`src/rtcerr_pkg.sv`:
```
// package: constants, enums and structs of the tag command error handler
`default_nettype none
package rtcerr_pkg;
    // command codes of the received frame
    localparam logic [7:0] CMD_READ    = 8'h30;
    localparam logic [7:0] CMD_WRITE   = 8'hA2;
    localparam logic [7:0] CMD_SECSEL  = 8'hC2;
    // payload lengths in bytes, command byte included, crc excluded
    localparam logic [4:0] LEN_READ    = 5'h02;
    localparam logic [4:0] LEN_WRITE   = 5'h06;
    localparam logic [4:0] LEN_SECSEL  = 5'h02;
    // buffer window blocks
    localparam logic [7:0] BUF_FIRST   = 8'hFC;
    localparam logic [7:0] BUF_LAST    = 8'hFF;
    // reply codes on the four-bit nak channel
    localparam logic [3:0] NAK0_CODE   = 4'h0;
    localparam logic [3:0] NAK1_CODE   = 4'h1;
    localparam logic [3:0] NAK4_CODE   = 4'h4;
    localparam logic [3:0] NAK5_CODE   = 4'h5;
    localparam logic [3:0] ACK_CODE    = 4'hA;
    // bytes in one read answer
    localparam int         READ_BYTES  = 16;
    localparam logic [1:0] RST_TAG     = 2'h0;

    typedef enum logic [3:0] {
        RPL_NONE = 4'b0001,
        RPL_DATA = 4'b0010,
        RPL_ACK  = 4'b0100,
        RPL_NAK  = 4'b1000
    } rtcerr_reply_e;

    // frame summary delivered by the receiver
    typedef struct packed {
        logic       bitErr;
        logic       incomplete;
        logic       parityErr;
        logic       crcErr;
        logic       crcPresent;
        logic [4:0] len;
        logic [7:0] cmd;
        logic [7:0] addr;
        logic [31:0] wdata;
    } rtcerr_frame_s;

    // memory attributes of the addressed range; exists and prot per byte of the answer, locked and collide for the whole range
    typedef struct packed {
        logic [15:0] exists;
        logic [15:0] prot;
        logic        locked;
        logic        collide;
    } rtcerr_mem_s;
endpackage
`default_nettype wire

```
`src/rtcerr_masker.sv`:
```
// module: zero-fill of missing and protected bytes of a read answer
`default_nettype none
module rtcerr_masker
    import rtcerr_pkg::*;
(
    // raw data and per-byte attributes
    input  wire logic [127:0] rawData,
    input  wire logic [15:0]  exists,
    input  wire logic [15:0]  prot,
    // masked answer
    output logic      [127:0] outData
);
    // a byte is sent only if it exists and is unprotected
    always_comb begin
        for (int i = 0; i < READ_BYTES; i++) begin
            outData[i*8 +: 8] = (exists[i] && !prot[i]) ? rawData[i*8 +: 8] : 8'h00;
        end
    end
endmodule
`default_nettype wire

```
`src/rtcerr_handler.sv`:
```
// module: reply and tag state selection for received reader frames
`default_nettype none
// Function
// - errors sleep; clean write acks, selected
// - parity/crc: silent, or nak1 if enabled
// - malformed read length: silent, sleep
// - malformed write length: silent, sleep
// - one byte without crc: silent, sleep
// - two-byte write with crc: silent
// - nonexistent range: nak0, sleep
// - partial range read pads zero bytes
// - protected read: nak4 or zero bytes
// - interleaved eeprom write succeeds, buffer discarded
// - status flag reads always answered
// - three buffer flags read together
// - rx start int1; rx/tx end int0
// - first block busy; last block ready
// - bad buffer sequences get nak0, sleep
module rtcerr_handler
    import rtcerr_pkg::*;
(
    // clock and reset
    input  wire logic          clock,
    input  wire logic          rst_n,
    // configuration
    input  wire logic          nakOnCrcParity,
    input  wire logic          extendedMode,
    // received frame
    input  wire logic          frameValid,
    input  wire rtcerr_frame_s frame,
    // memory view of the addressed range
    input  wire rtcerr_mem_s   mem,
    input  wire logic [127:0]  memData,
    // host side buffer actions
    input  wire logic          hostTransmit,
    input  wire logic          hostClear,
    // reply to the reader
    output logic               replyValid,
    output rtcerr_reply_e      replyKind,
    output logic [3:0]         replyCode,
    output logic [127:0]       replyData,
    output logic               tagSelected,
    // eeprom write strobe
    output logic               eepromWrite,
    output logic [7:0]         eepromAddr,
    output logic [31:0]        eepromData,
    // buffer flags and event bits
    output logic               reader_side_busy_flag,
    output logic               reader_data_ready_flag,
    output logic               hostDataReady,
    output logic [7:0]         bufStatus1,
    output logic               intRxStart,
    output logic               intRxEnd,
    output logic               intTxEnd,
    output logic [7:0]         intReg0,
    output logic [7:0]         intReg1
);
    rtcerr_reply_e kind;
    logic [3:0]    code;
    logic          isRead, isWrite, isSec, inBuf, lenBad, crcBad;
    logic          bufStart, bufEnd, bufTxEnd, evRxs, evRxe, evTxe, doEe;
    logic [127:0]  masked;
    logic [127:0]  statusWord;

    function automatic logic inWindow(input logic [7:0] a);
        inWindow = (a >= BUF_FIRST);
    endfunction

    assign isRead  = frame.cmd == CMD_READ;
    assign isWrite = frame.cmd == CMD_WRITE;
    assign isSec   = frame.cmd == CMD_SECSEL;
    assign inBuf   = extendedMode && inWindow(frame.addr);
    assign crcBad  = frame.parityErr || frame.crcErr;
    // length check covers empty, single-byte, missing fields and too long frames
    assign lenBad  = !frame.crcPresent
        || (isRead && frame.len != LEN_READ)
        || (isWrite && frame.len != LEN_WRITE)
        || (isSec && frame.len != LEN_SECSEL);
    // status word: fifteen buffer bytes zero, flags in the last byte
    assign statusWord = {bufStatus1, 120'h0};

    rtcerr_masker u_mask (
        .rawData (memData),
        .exists  (mem.exists),
        .prot    (mem.prot),
        .outData (masked)
    );

    // classify with fixed priority, exactly one outcome
    always_comb begin
        kind = RPL_NONE; code = NAK0_CODE; doEe = 1'b0;
        bufStart = 1'b0; bufEnd = 1'b0; bufTxEnd = 1'b0;
        if (frame.bitErr || frame.incomplete) begin
            kind = RPL_NONE;
        end else if (crcBad) begin
            kind = nakOnCrcParity ? RPL_NAK : RPL_NONE;
            code = NAK1_CODE;
        end else if (lenBad || !(isRead || isWrite)) begin
            kind = RPL_NONE;
        end else if (inBuf) begin
            if (isRead && frame.addr != BUF_FIRST) begin
                kind = RPL_NAK;
            end else if (isRead) begin
                kind = RPL_DATA;
            end else if (frame.addr == BUF_LAST && hostDataReady) begin
                kind = RPL_ACK; bufTxEnd = 1'b1;
            end else if (hostDataReady || reader_data_ready_flag
                         || (!reader_side_busy_flag && frame.addr != BUF_FIRST)) begin
                kind = RPL_NAK;
            end else begin
                kind = RPL_ACK;
                bufStart = frame.addr == BUF_FIRST;
                bufEnd = frame.addr == BUF_LAST;
            end
        end else if (mem.exists == 16'h0000) begin
            kind = RPL_NAK; code = NAK0_CODE;
        end else if (mem.collide) begin
            kind = RPL_NAK; code = NAK5_CODE;
        end else if (isWrite && mem.locked) begin
            kind = RPL_NAK; code = NAK0_CODE;
        end else if (mem.prot == 16'hFFFF || (isWrite && mem.prot[0])) begin
            kind = RPL_NAK; code = NAK4_CODE;
        end else if (isWrite) begin
            kind = RPL_ACK; doEe = 1'b1;
        end else begin
            kind = RPL_DATA;
        end
    end

    assign evRxs = frameValid && bufStart;
    assign evRxe = frameValid && bufEnd;
    assign evTxe = frameValid && bufTxEnd;

    // reply registers
    always_ff @(posedge clock) begin
        if (!rst_n) begin
            replyValid <= 1'b0; replyKind <= RPL_NONE;
            replyCode <= NAK0_CODE; replyData <= 128'h0;
        end else begin
            replyValid <= frameValid;
            if (frameValid) begin
                replyKind <= kind;
                replyCode <= (kind == RPL_ACK) ? ACK_CODE : code;
                replyData <= (kind != RPL_DATA) ? 128'h0 : (inBuf ? statusWord : masked);
            end
        end
    end

    // tag state: only a successful write or read keeps selected
    always_ff @(posedge clock) begin
        if (!rst_n) tagSelected <= RST_TAG[0];
        else if (frameValid) tagSelected <= (kind == RPL_ACK) || (kind == RPL_DATA);
    end

    // eeprom write strobe
    always_ff @(posedge clock) begin
        if (!rst_n) begin
            eepromWrite <= 1'b0; eepromAddr <= 8'h00; eepromData <= 32'h0;
        end else begin
            eepromWrite <= frameValid && doEe;
            if (frameValid && doEe) begin
                eepromAddr <= frame.addr;
                eepromData <= frame.wdata;
            end
        end
    end

    // buffer flags; eeprom write discards a transfer, set wins over clear
    always_ff @(posedge clock) begin
        if (!rst_n) begin
            reader_side_busy_flag <= 1'b0; reader_data_ready_flag <= 1'b0;
            hostDataReady <= 1'b0;
        end else begin
            if (evRxs) reader_side_busy_flag <= 1'b1;
            else if (evRxe || (frameValid && doEe)) reader_side_busy_flag <= 1'b0;
            if (evRxe) reader_data_ready_flag <= 1'b1;
            else if (hostClear) reader_data_ready_flag <= 1'b0;
            if (hostTransmit) hostDataReady <= 1'b1;
            else if (evTxe || hostClear) hostDataReady <= 1'b0;
        end
    end
    assign bufStatus1 = {5'h00, hostDataReady, reader_data_ready_flag,
                         reader_side_busy_flag};

    // event pulses and interrupt register images
    always_ff @(posedge clock) begin
        if (!rst_n) begin
            intRxStart <= 1'b0; intRxEnd <= 1'b0; intTxEnd <= 1'b0;
        end else begin
            intRxStart <= evRxs;
            intRxEnd <= evRxe;
            intTxEnd <= evTxe;
        end
    end
    assign intReg1 = {7'h00, intRxStart};
    assign intReg0 = {6'h00, intTxEnd, intRxEnd};

    // assertions
    property p_err_sleep;
        @(posedge clock) disable iff (!rst_n)
        replyValid && (replyKind == RPL_NAK || replyKind == RPL_NONE) |-> !tagSelected;
    endproperty
    a_err_sleep: assert property (p_err_sleep) else $error("error left tag selected");
    property p_crc;
        @(posedge clock) disable iff (!rst_n)
        frameValid && !frame.bitErr && !frame.incomplete && crcBad |=>
            replyKind == ($past(nakOnCrcParity) ? RPL_NAK : RPL_NONE);
    endproperty
    a_crc: assert property (p_crc) else $error("wrong crc reply");
    property p_len;
        @(posedge clock) disable iff (!rst_n)
        frameValid && !frame.bitErr && !frame.incomplete && !crcBad && lenBad
            |=> replyKind == RPL_NONE && !tagSelected;
    endproperty
    a_len: assert property (p_len) else $error("malformed frame answered");
    property p_nak5;
        @(posedge clock) disable iff (!rst_n)
        replyValid && replyCode == NAK5_CODE |-> !eepromWrite;
    endproperty
    a_nak5: assert property (p_nak5) else $error("collision wrote eeprom");
    property p_ack;
        @(posedge clock) disable iff (!rst_n)
        eepromWrite |-> replyKind == RPL_ACK && replyCode == ACK_CODE && tagSelected;
    endproperty
    a_ack: assert property (p_ack) else $error("write not acked");
    property p_rxs;
        @(posedge clock) disable iff (!rst_n)
        evRxs |=> reader_side_busy_flag && intReg1[0] ##1 !intRxStart;
    endproperty
    a_rxs: assert property (p_rxs) else $error("rx start missing");
    property p_rxe;
        @(posedge clock) disable iff (!rst_n)
        evRxe |=> reader_data_ready_flag && intReg0[0] && bufStatus1[1];
    endproperty
    a_rxe: assert property (p_rxe) else $error("rx end missing");
    property p_ready_block;
        @(posedge clock) disable iff (!rst_n)
        frameValid && kind == RPL_ACK && inBuf && isWrite |-> !reader_data_ready_flag;
    endproperty
    a_ready_block: assert property (p_ready_block) else $error("write accepted when ready");
    property p_discard;
        @(posedge clock) disable iff (!rst_n)
        frameValid && doEe |=> !reader_side_busy_flag;
    endproperty
    a_discard: assert property (p_discard) else $error("buffer not discarded");
    c_ack:  cover property (@(posedge clock) disable iff (!rst_n) eepromWrite);
    c_nak1: cover property (@(posedge clock) disable iff (!rst_n) replyValid && replyCode == NAK1_CODE);
    c_rxe:  cover property (@(posedge clock) disable iff (!rst_n) intRxEnd);
endmodule
`default_nettype wire

```
`config.mk`:
```
export PLATFORM = sky130hd
export DESIGN_NAME = rtcerr_handler
export DESIGN_NICKNAME = d
export VERILOG_FILES = /design/src/rtcerr_pkg.sv /design/src/rtcerr_masker.sv /design/src/rtcerr_handler.sv
export SDC_FILE = /design/constraint.sdc
export NUM_CORES = 1
export LEC_CHECK = 0
export ABC_CLOCK_PERIOD_IN_PS = 2200
export BUFFER_PORTS_ARGS = -buffer_cell sky130_fd_sc_hd__buf_2
export CORE_AREA = 2 2 169 171
export CTS_CLUSTER_SIZE = 20
export DETAILED_ROUTE_END_ITERATION = 10
export DIE_AREA = 0 0 171 173
export PLACE_DENSITY = 0.61
export SETUP_SLACK_MARGIN = 0.15
export SYNTH_ARGS = -nofsm -noshare
export SYNTH_HDL_FRONTEND = slang
export SYNTH_SLANG_ARGS = --single-unit
```
`constraint.sdc`:
```
create_clock -name clock -period 2.2 [get_ports clock]
set_input_delay 0.22 -clock clock [delete_from_list [all_inputs] [get_ports clock]]
set_output_delay 0.22 -clock clock [all_outputs]
set_load 0.05 [all_outputs]
```
==> key figures <==
Power and ir drop
  • Pwr/cell area: 621.1 mW/mm^2
  • Pwr Total: 7.141 mW
  • Clock Power Share: 0.437
  • Net Sw Frac: 0.2441
  • Peak VDD IR: 0.3372 mV
  • Leakage power: 5.463 nW
  • Sw power: 1.743 mW
  • Int Pwr: 5.398 mW
  • Seq pwr share: 0.467
  • Comb pwr share: 0.096

GRT
  • Largest net degree at the start of global routing: 70
  • Overflow after GRT: 0
  • Global Route Usage Sum: 0.1779
  • Global-route wire length before repair: 40370 um
  • Number of global-route vias before repair: 7114
  • Antenna violations before repair: 2

Detailed routing
  • Initial DRC count: 298
  • DR vias/cell: 4.472
  • Pre-antenna DRT Iters: 4
  • Via count: 7141
  • Detail Route Antenna Nets: 0
  • WL final: 27840 um
  • DRC: 0
  • DR WL/cell: 17.43 um

Setup path
  • Critical Path RT: 2.57 ns
  • Critical path type: primary input to flip-flop
  • CP top delay family: simple AND/OR/NAND/NOR gates
  • R2r setup slk: 0.55 ns
  • CP Cell Sequence: buf_2, nor4b_2, buf_4, a31o_2, o2111a_2, o211ai_4, buf_12, nor4b_4, a22o_1
  • Buf/Inv on CP: 3
  • Critical R2R Launch: hostDataReady$_SDFFE_PN0P_
  • CP max FO: 15
  • Crit. End Element: flip-flop
  • Startpoint types: primary input
  • Slowest CP cell: nor4b_4
  • Worst reg2reg path depth: 5
  • Critical R2R Capture: tagSelected$_SDFFE_PN0P_
  • Slowest stage delay, CP: 0.49 ns
  • WP data arrival: 2.38 ns

Timing
  • Final period utilization: 0.9112
  • Max-slew violation count: 0
  • Max_slew headroom: 0.6453
  • Final hold viol count: 0
  • Final setup violation count: 0
  • Slew @ Worst Pin: 0.5298 ns
  • Max Clock Freq: 498.9 MHz
  • Clock skew: 0.006552 ns
  • RSZ-0062 raised after global routing: true
  • Crit path time final: 2.005 ns

Min path
  • HP Start: memData[27]
  • Hold WC Path Type: primary input to flip-flop
  • Hold endpoint: replyData[27]$_SDFFE_PN0P_
  • Hold Path Cell Cnt: 2

Layout
  • Final Cell Area: 0.01150 sq mm
  • Nets: 1433
  • P&R area growth vs syn: 67.59%
  • Final core utilization: 0.4161
  • Layout cells sized above 1: 0.4540
  • Fillers: 2702

Floorplan
  • Rows: 61
  • Die Y: 173 um
  • I/O Pins: 436
  • Die ar.: 0.02958 sq mm
  • Core Area: 0.02763 sq mm
  • Die X-Extent: 171 um
  • Initial Utilization: 0.2483

Status
  • Outcome: complete, no violations

Synth
  • Synthesized flop and latch total: 184
  • Synth top area cells: dfxtp_1 54%, a22o_1 15%, nor4b_4 5.2%
  • Yosys cell types: 52
  • Number of flops mapped to enable cells by yosys: 0
  • Mapped Cells: 634
  • Mapped Area: 0.006860 sq mm
  • Yosys warns: 0
  • Post-Syn Area per Cell: 10.82 sq um
  • Most used DFF post-synth: dfxtp_1
  • Async set-reset flop share out of synthesis: 0
  • Post-synthesis sequential area ratio: 0.5369
  • Area leader, netlist: dfxtp_1
  • Synth top area share: 0.5369
  • Most numerous cell in the Yosys netlist: dfxtp_1
  • Top cells by count, synth: 184 x dfxtp_1, 120 x a22o_1, 94 x nand2_1

Run
  • Max cap viols: 0

Clock network
  • Root Buffer: clkbuf_16
  • CTS clk-pin slew, worst paths: 0.07 ns
  • Sink Count: 184
  • CTS Buf Count: 17
  • Clock buffer depth: 2
  • Clock Latency Late Sink: 0.43 ns
  • H-tree levels: 4
  • CTS tree: yes

Placement
  • GP Congestion: 0.8209
  • Port Buffer Count: 417
  • Post-DP Area: 0.009672 sq mm
  • DP Wirelength: 19900 um
==> cell families (layout without fill, tap and decap cells) <==
logic type | Yosys count | in the layout | share of synthesized area
AO/OA/AOI/OAI | 206 | 206 | 0.2442
flip-flops | 184 | 184 | 0.5369
AND/OR/NAND/NOR | 177 | 177 | 0.1660
buffers and inverters | 66 | 633 | 0.05234
other | 1 | 19 | 0.0005466
==> metal layers <==
layer	GRT usage	vias up	wire, um
li1	-	3441	-
met1	0.2067	3363	11660
met2	0.3138	305	13760
met3	0.05127	30	1982
met4	0.05297	2	431
met5	0	-	7
==> power by group through the flow <==
| stage | clock (mW) | sequential, mW | combinational, mW |
|---|---|---|---|
| finish | 3.12 | 3.34 | 0.687 |
| detailed placement | 0 | 3.41 | 0.524 |
| global placement | 0 | 3.41 | 0.522 |
| CTS | 3.20 | 3.34 | 0.677 |
| floorplan | 0 | 3.43 | 0.210 |
| global route | 3.32 | 3.34 | 0.736 |
==> per-stage QoR <==
| stage | std cells | hold slack (ns) | setup WS [ns] | setup TNS (ns) |
|---|---|---|---|---|
| global placement | 1440 | 0.4231 | -0.3579 | -52.15 |
| global route | 1597 | 0.003387 | 0.1395 | 0 |
| floorplan | 651 | 0.3100 | 0.1540 | 0 |
| detailed placement | 1440 | 0.4325 | -0.4000 | -57.05 |
| CTS | 1577 | 0.00005196 | 0.1619 | 0 |
| finish | 1597 | 0.01196 | 0.1955 | 0 |
==> timing repair <==
item / in CTS / in global routing
endpoints found under the hold margin: 104 / 3
endpoints found under the setup margin: 133 / 107
cloned: 0 / 0
resized for setup: 3 / 2
pin swaps: 1 / 13
hold buffers: 104 / 3
setup buffers: 2 / 16
==> registers in the layout, indices dropped and copies added, names as in the netlist <==
name and cells:
eepromAddr 8, eepromData 32, eepromWrite 1, hostDataReady 1
intRxEnd 1, intRxStart 1, intTxEnd 1, reader_data_ready_flag 1
reader_side_busy_flag 1, replyCode 3, replyData 128, replyKind 4
replyValid 1, tagSelected 1
==> cell type report <==
cell class / count / area (sq um) / share of cell area
clock inverter: 13 / 143.9 / 0.01251
tap: 378 / 473.0 / 0.04114
sequential: 184 / 3684 / 0.3204
clock buffer: 18 / 439.2 / 0.03820
timing repair buffer: 597 / 3781 / 0.3289
inverter: 5 / 18.77 / 0.001632
multi-input combinational: 401 / 2955 / 0.2570
antenna: 1 / 2.502 / 0.0002177
==> worst register-to-register path, stage by stage (launching register included) <==
cell and delay (ns):
dfxtp_1 0.31, or2_2 0.33, o32a_1 0.31, o21ai_0 0.24, nand4_1 0.18, a31oi_1 0.20
==> worst max-delay path by stage <==
stage	endpoint	depth (start not counted)	slack [ns]	from
after detailed placement	replyData[68]$_SDFFE_PN0P_	9	-0.40	mem[20]
final	replyData[39]$_SDFFE_PN0P_	9	0.20	frame[48]
after CTS	replyData[3]$_SDFFE_PN0P_	9	0.16	frame[48]
after floorplan	replyData[100]$_SDFFE_PN0P_	8	0.15	frame[37]
after global placement	replyData[69]$_SDFFE_PN0P_	9	-0.36	mem[20]
after global routing	replyData[39]$_SDFFE_PN0P_	9	0.14	frame[48]
==> cell usage in the layout, fill, tap and decap left out, types with 7 or more instances in the layout <==
cell and count:
buf_2 417, dfxtp_1 184, a22o_1 120, dlygate4sd3_1 107
nand2_1 94, buf_4 67, a21boi_0 40, conb_1 18
clkbuf_16 17, o21ai_0 15, nor4b_4 15, nand3_1 10
and3_1 7
(Power assumes the default switching activity.)
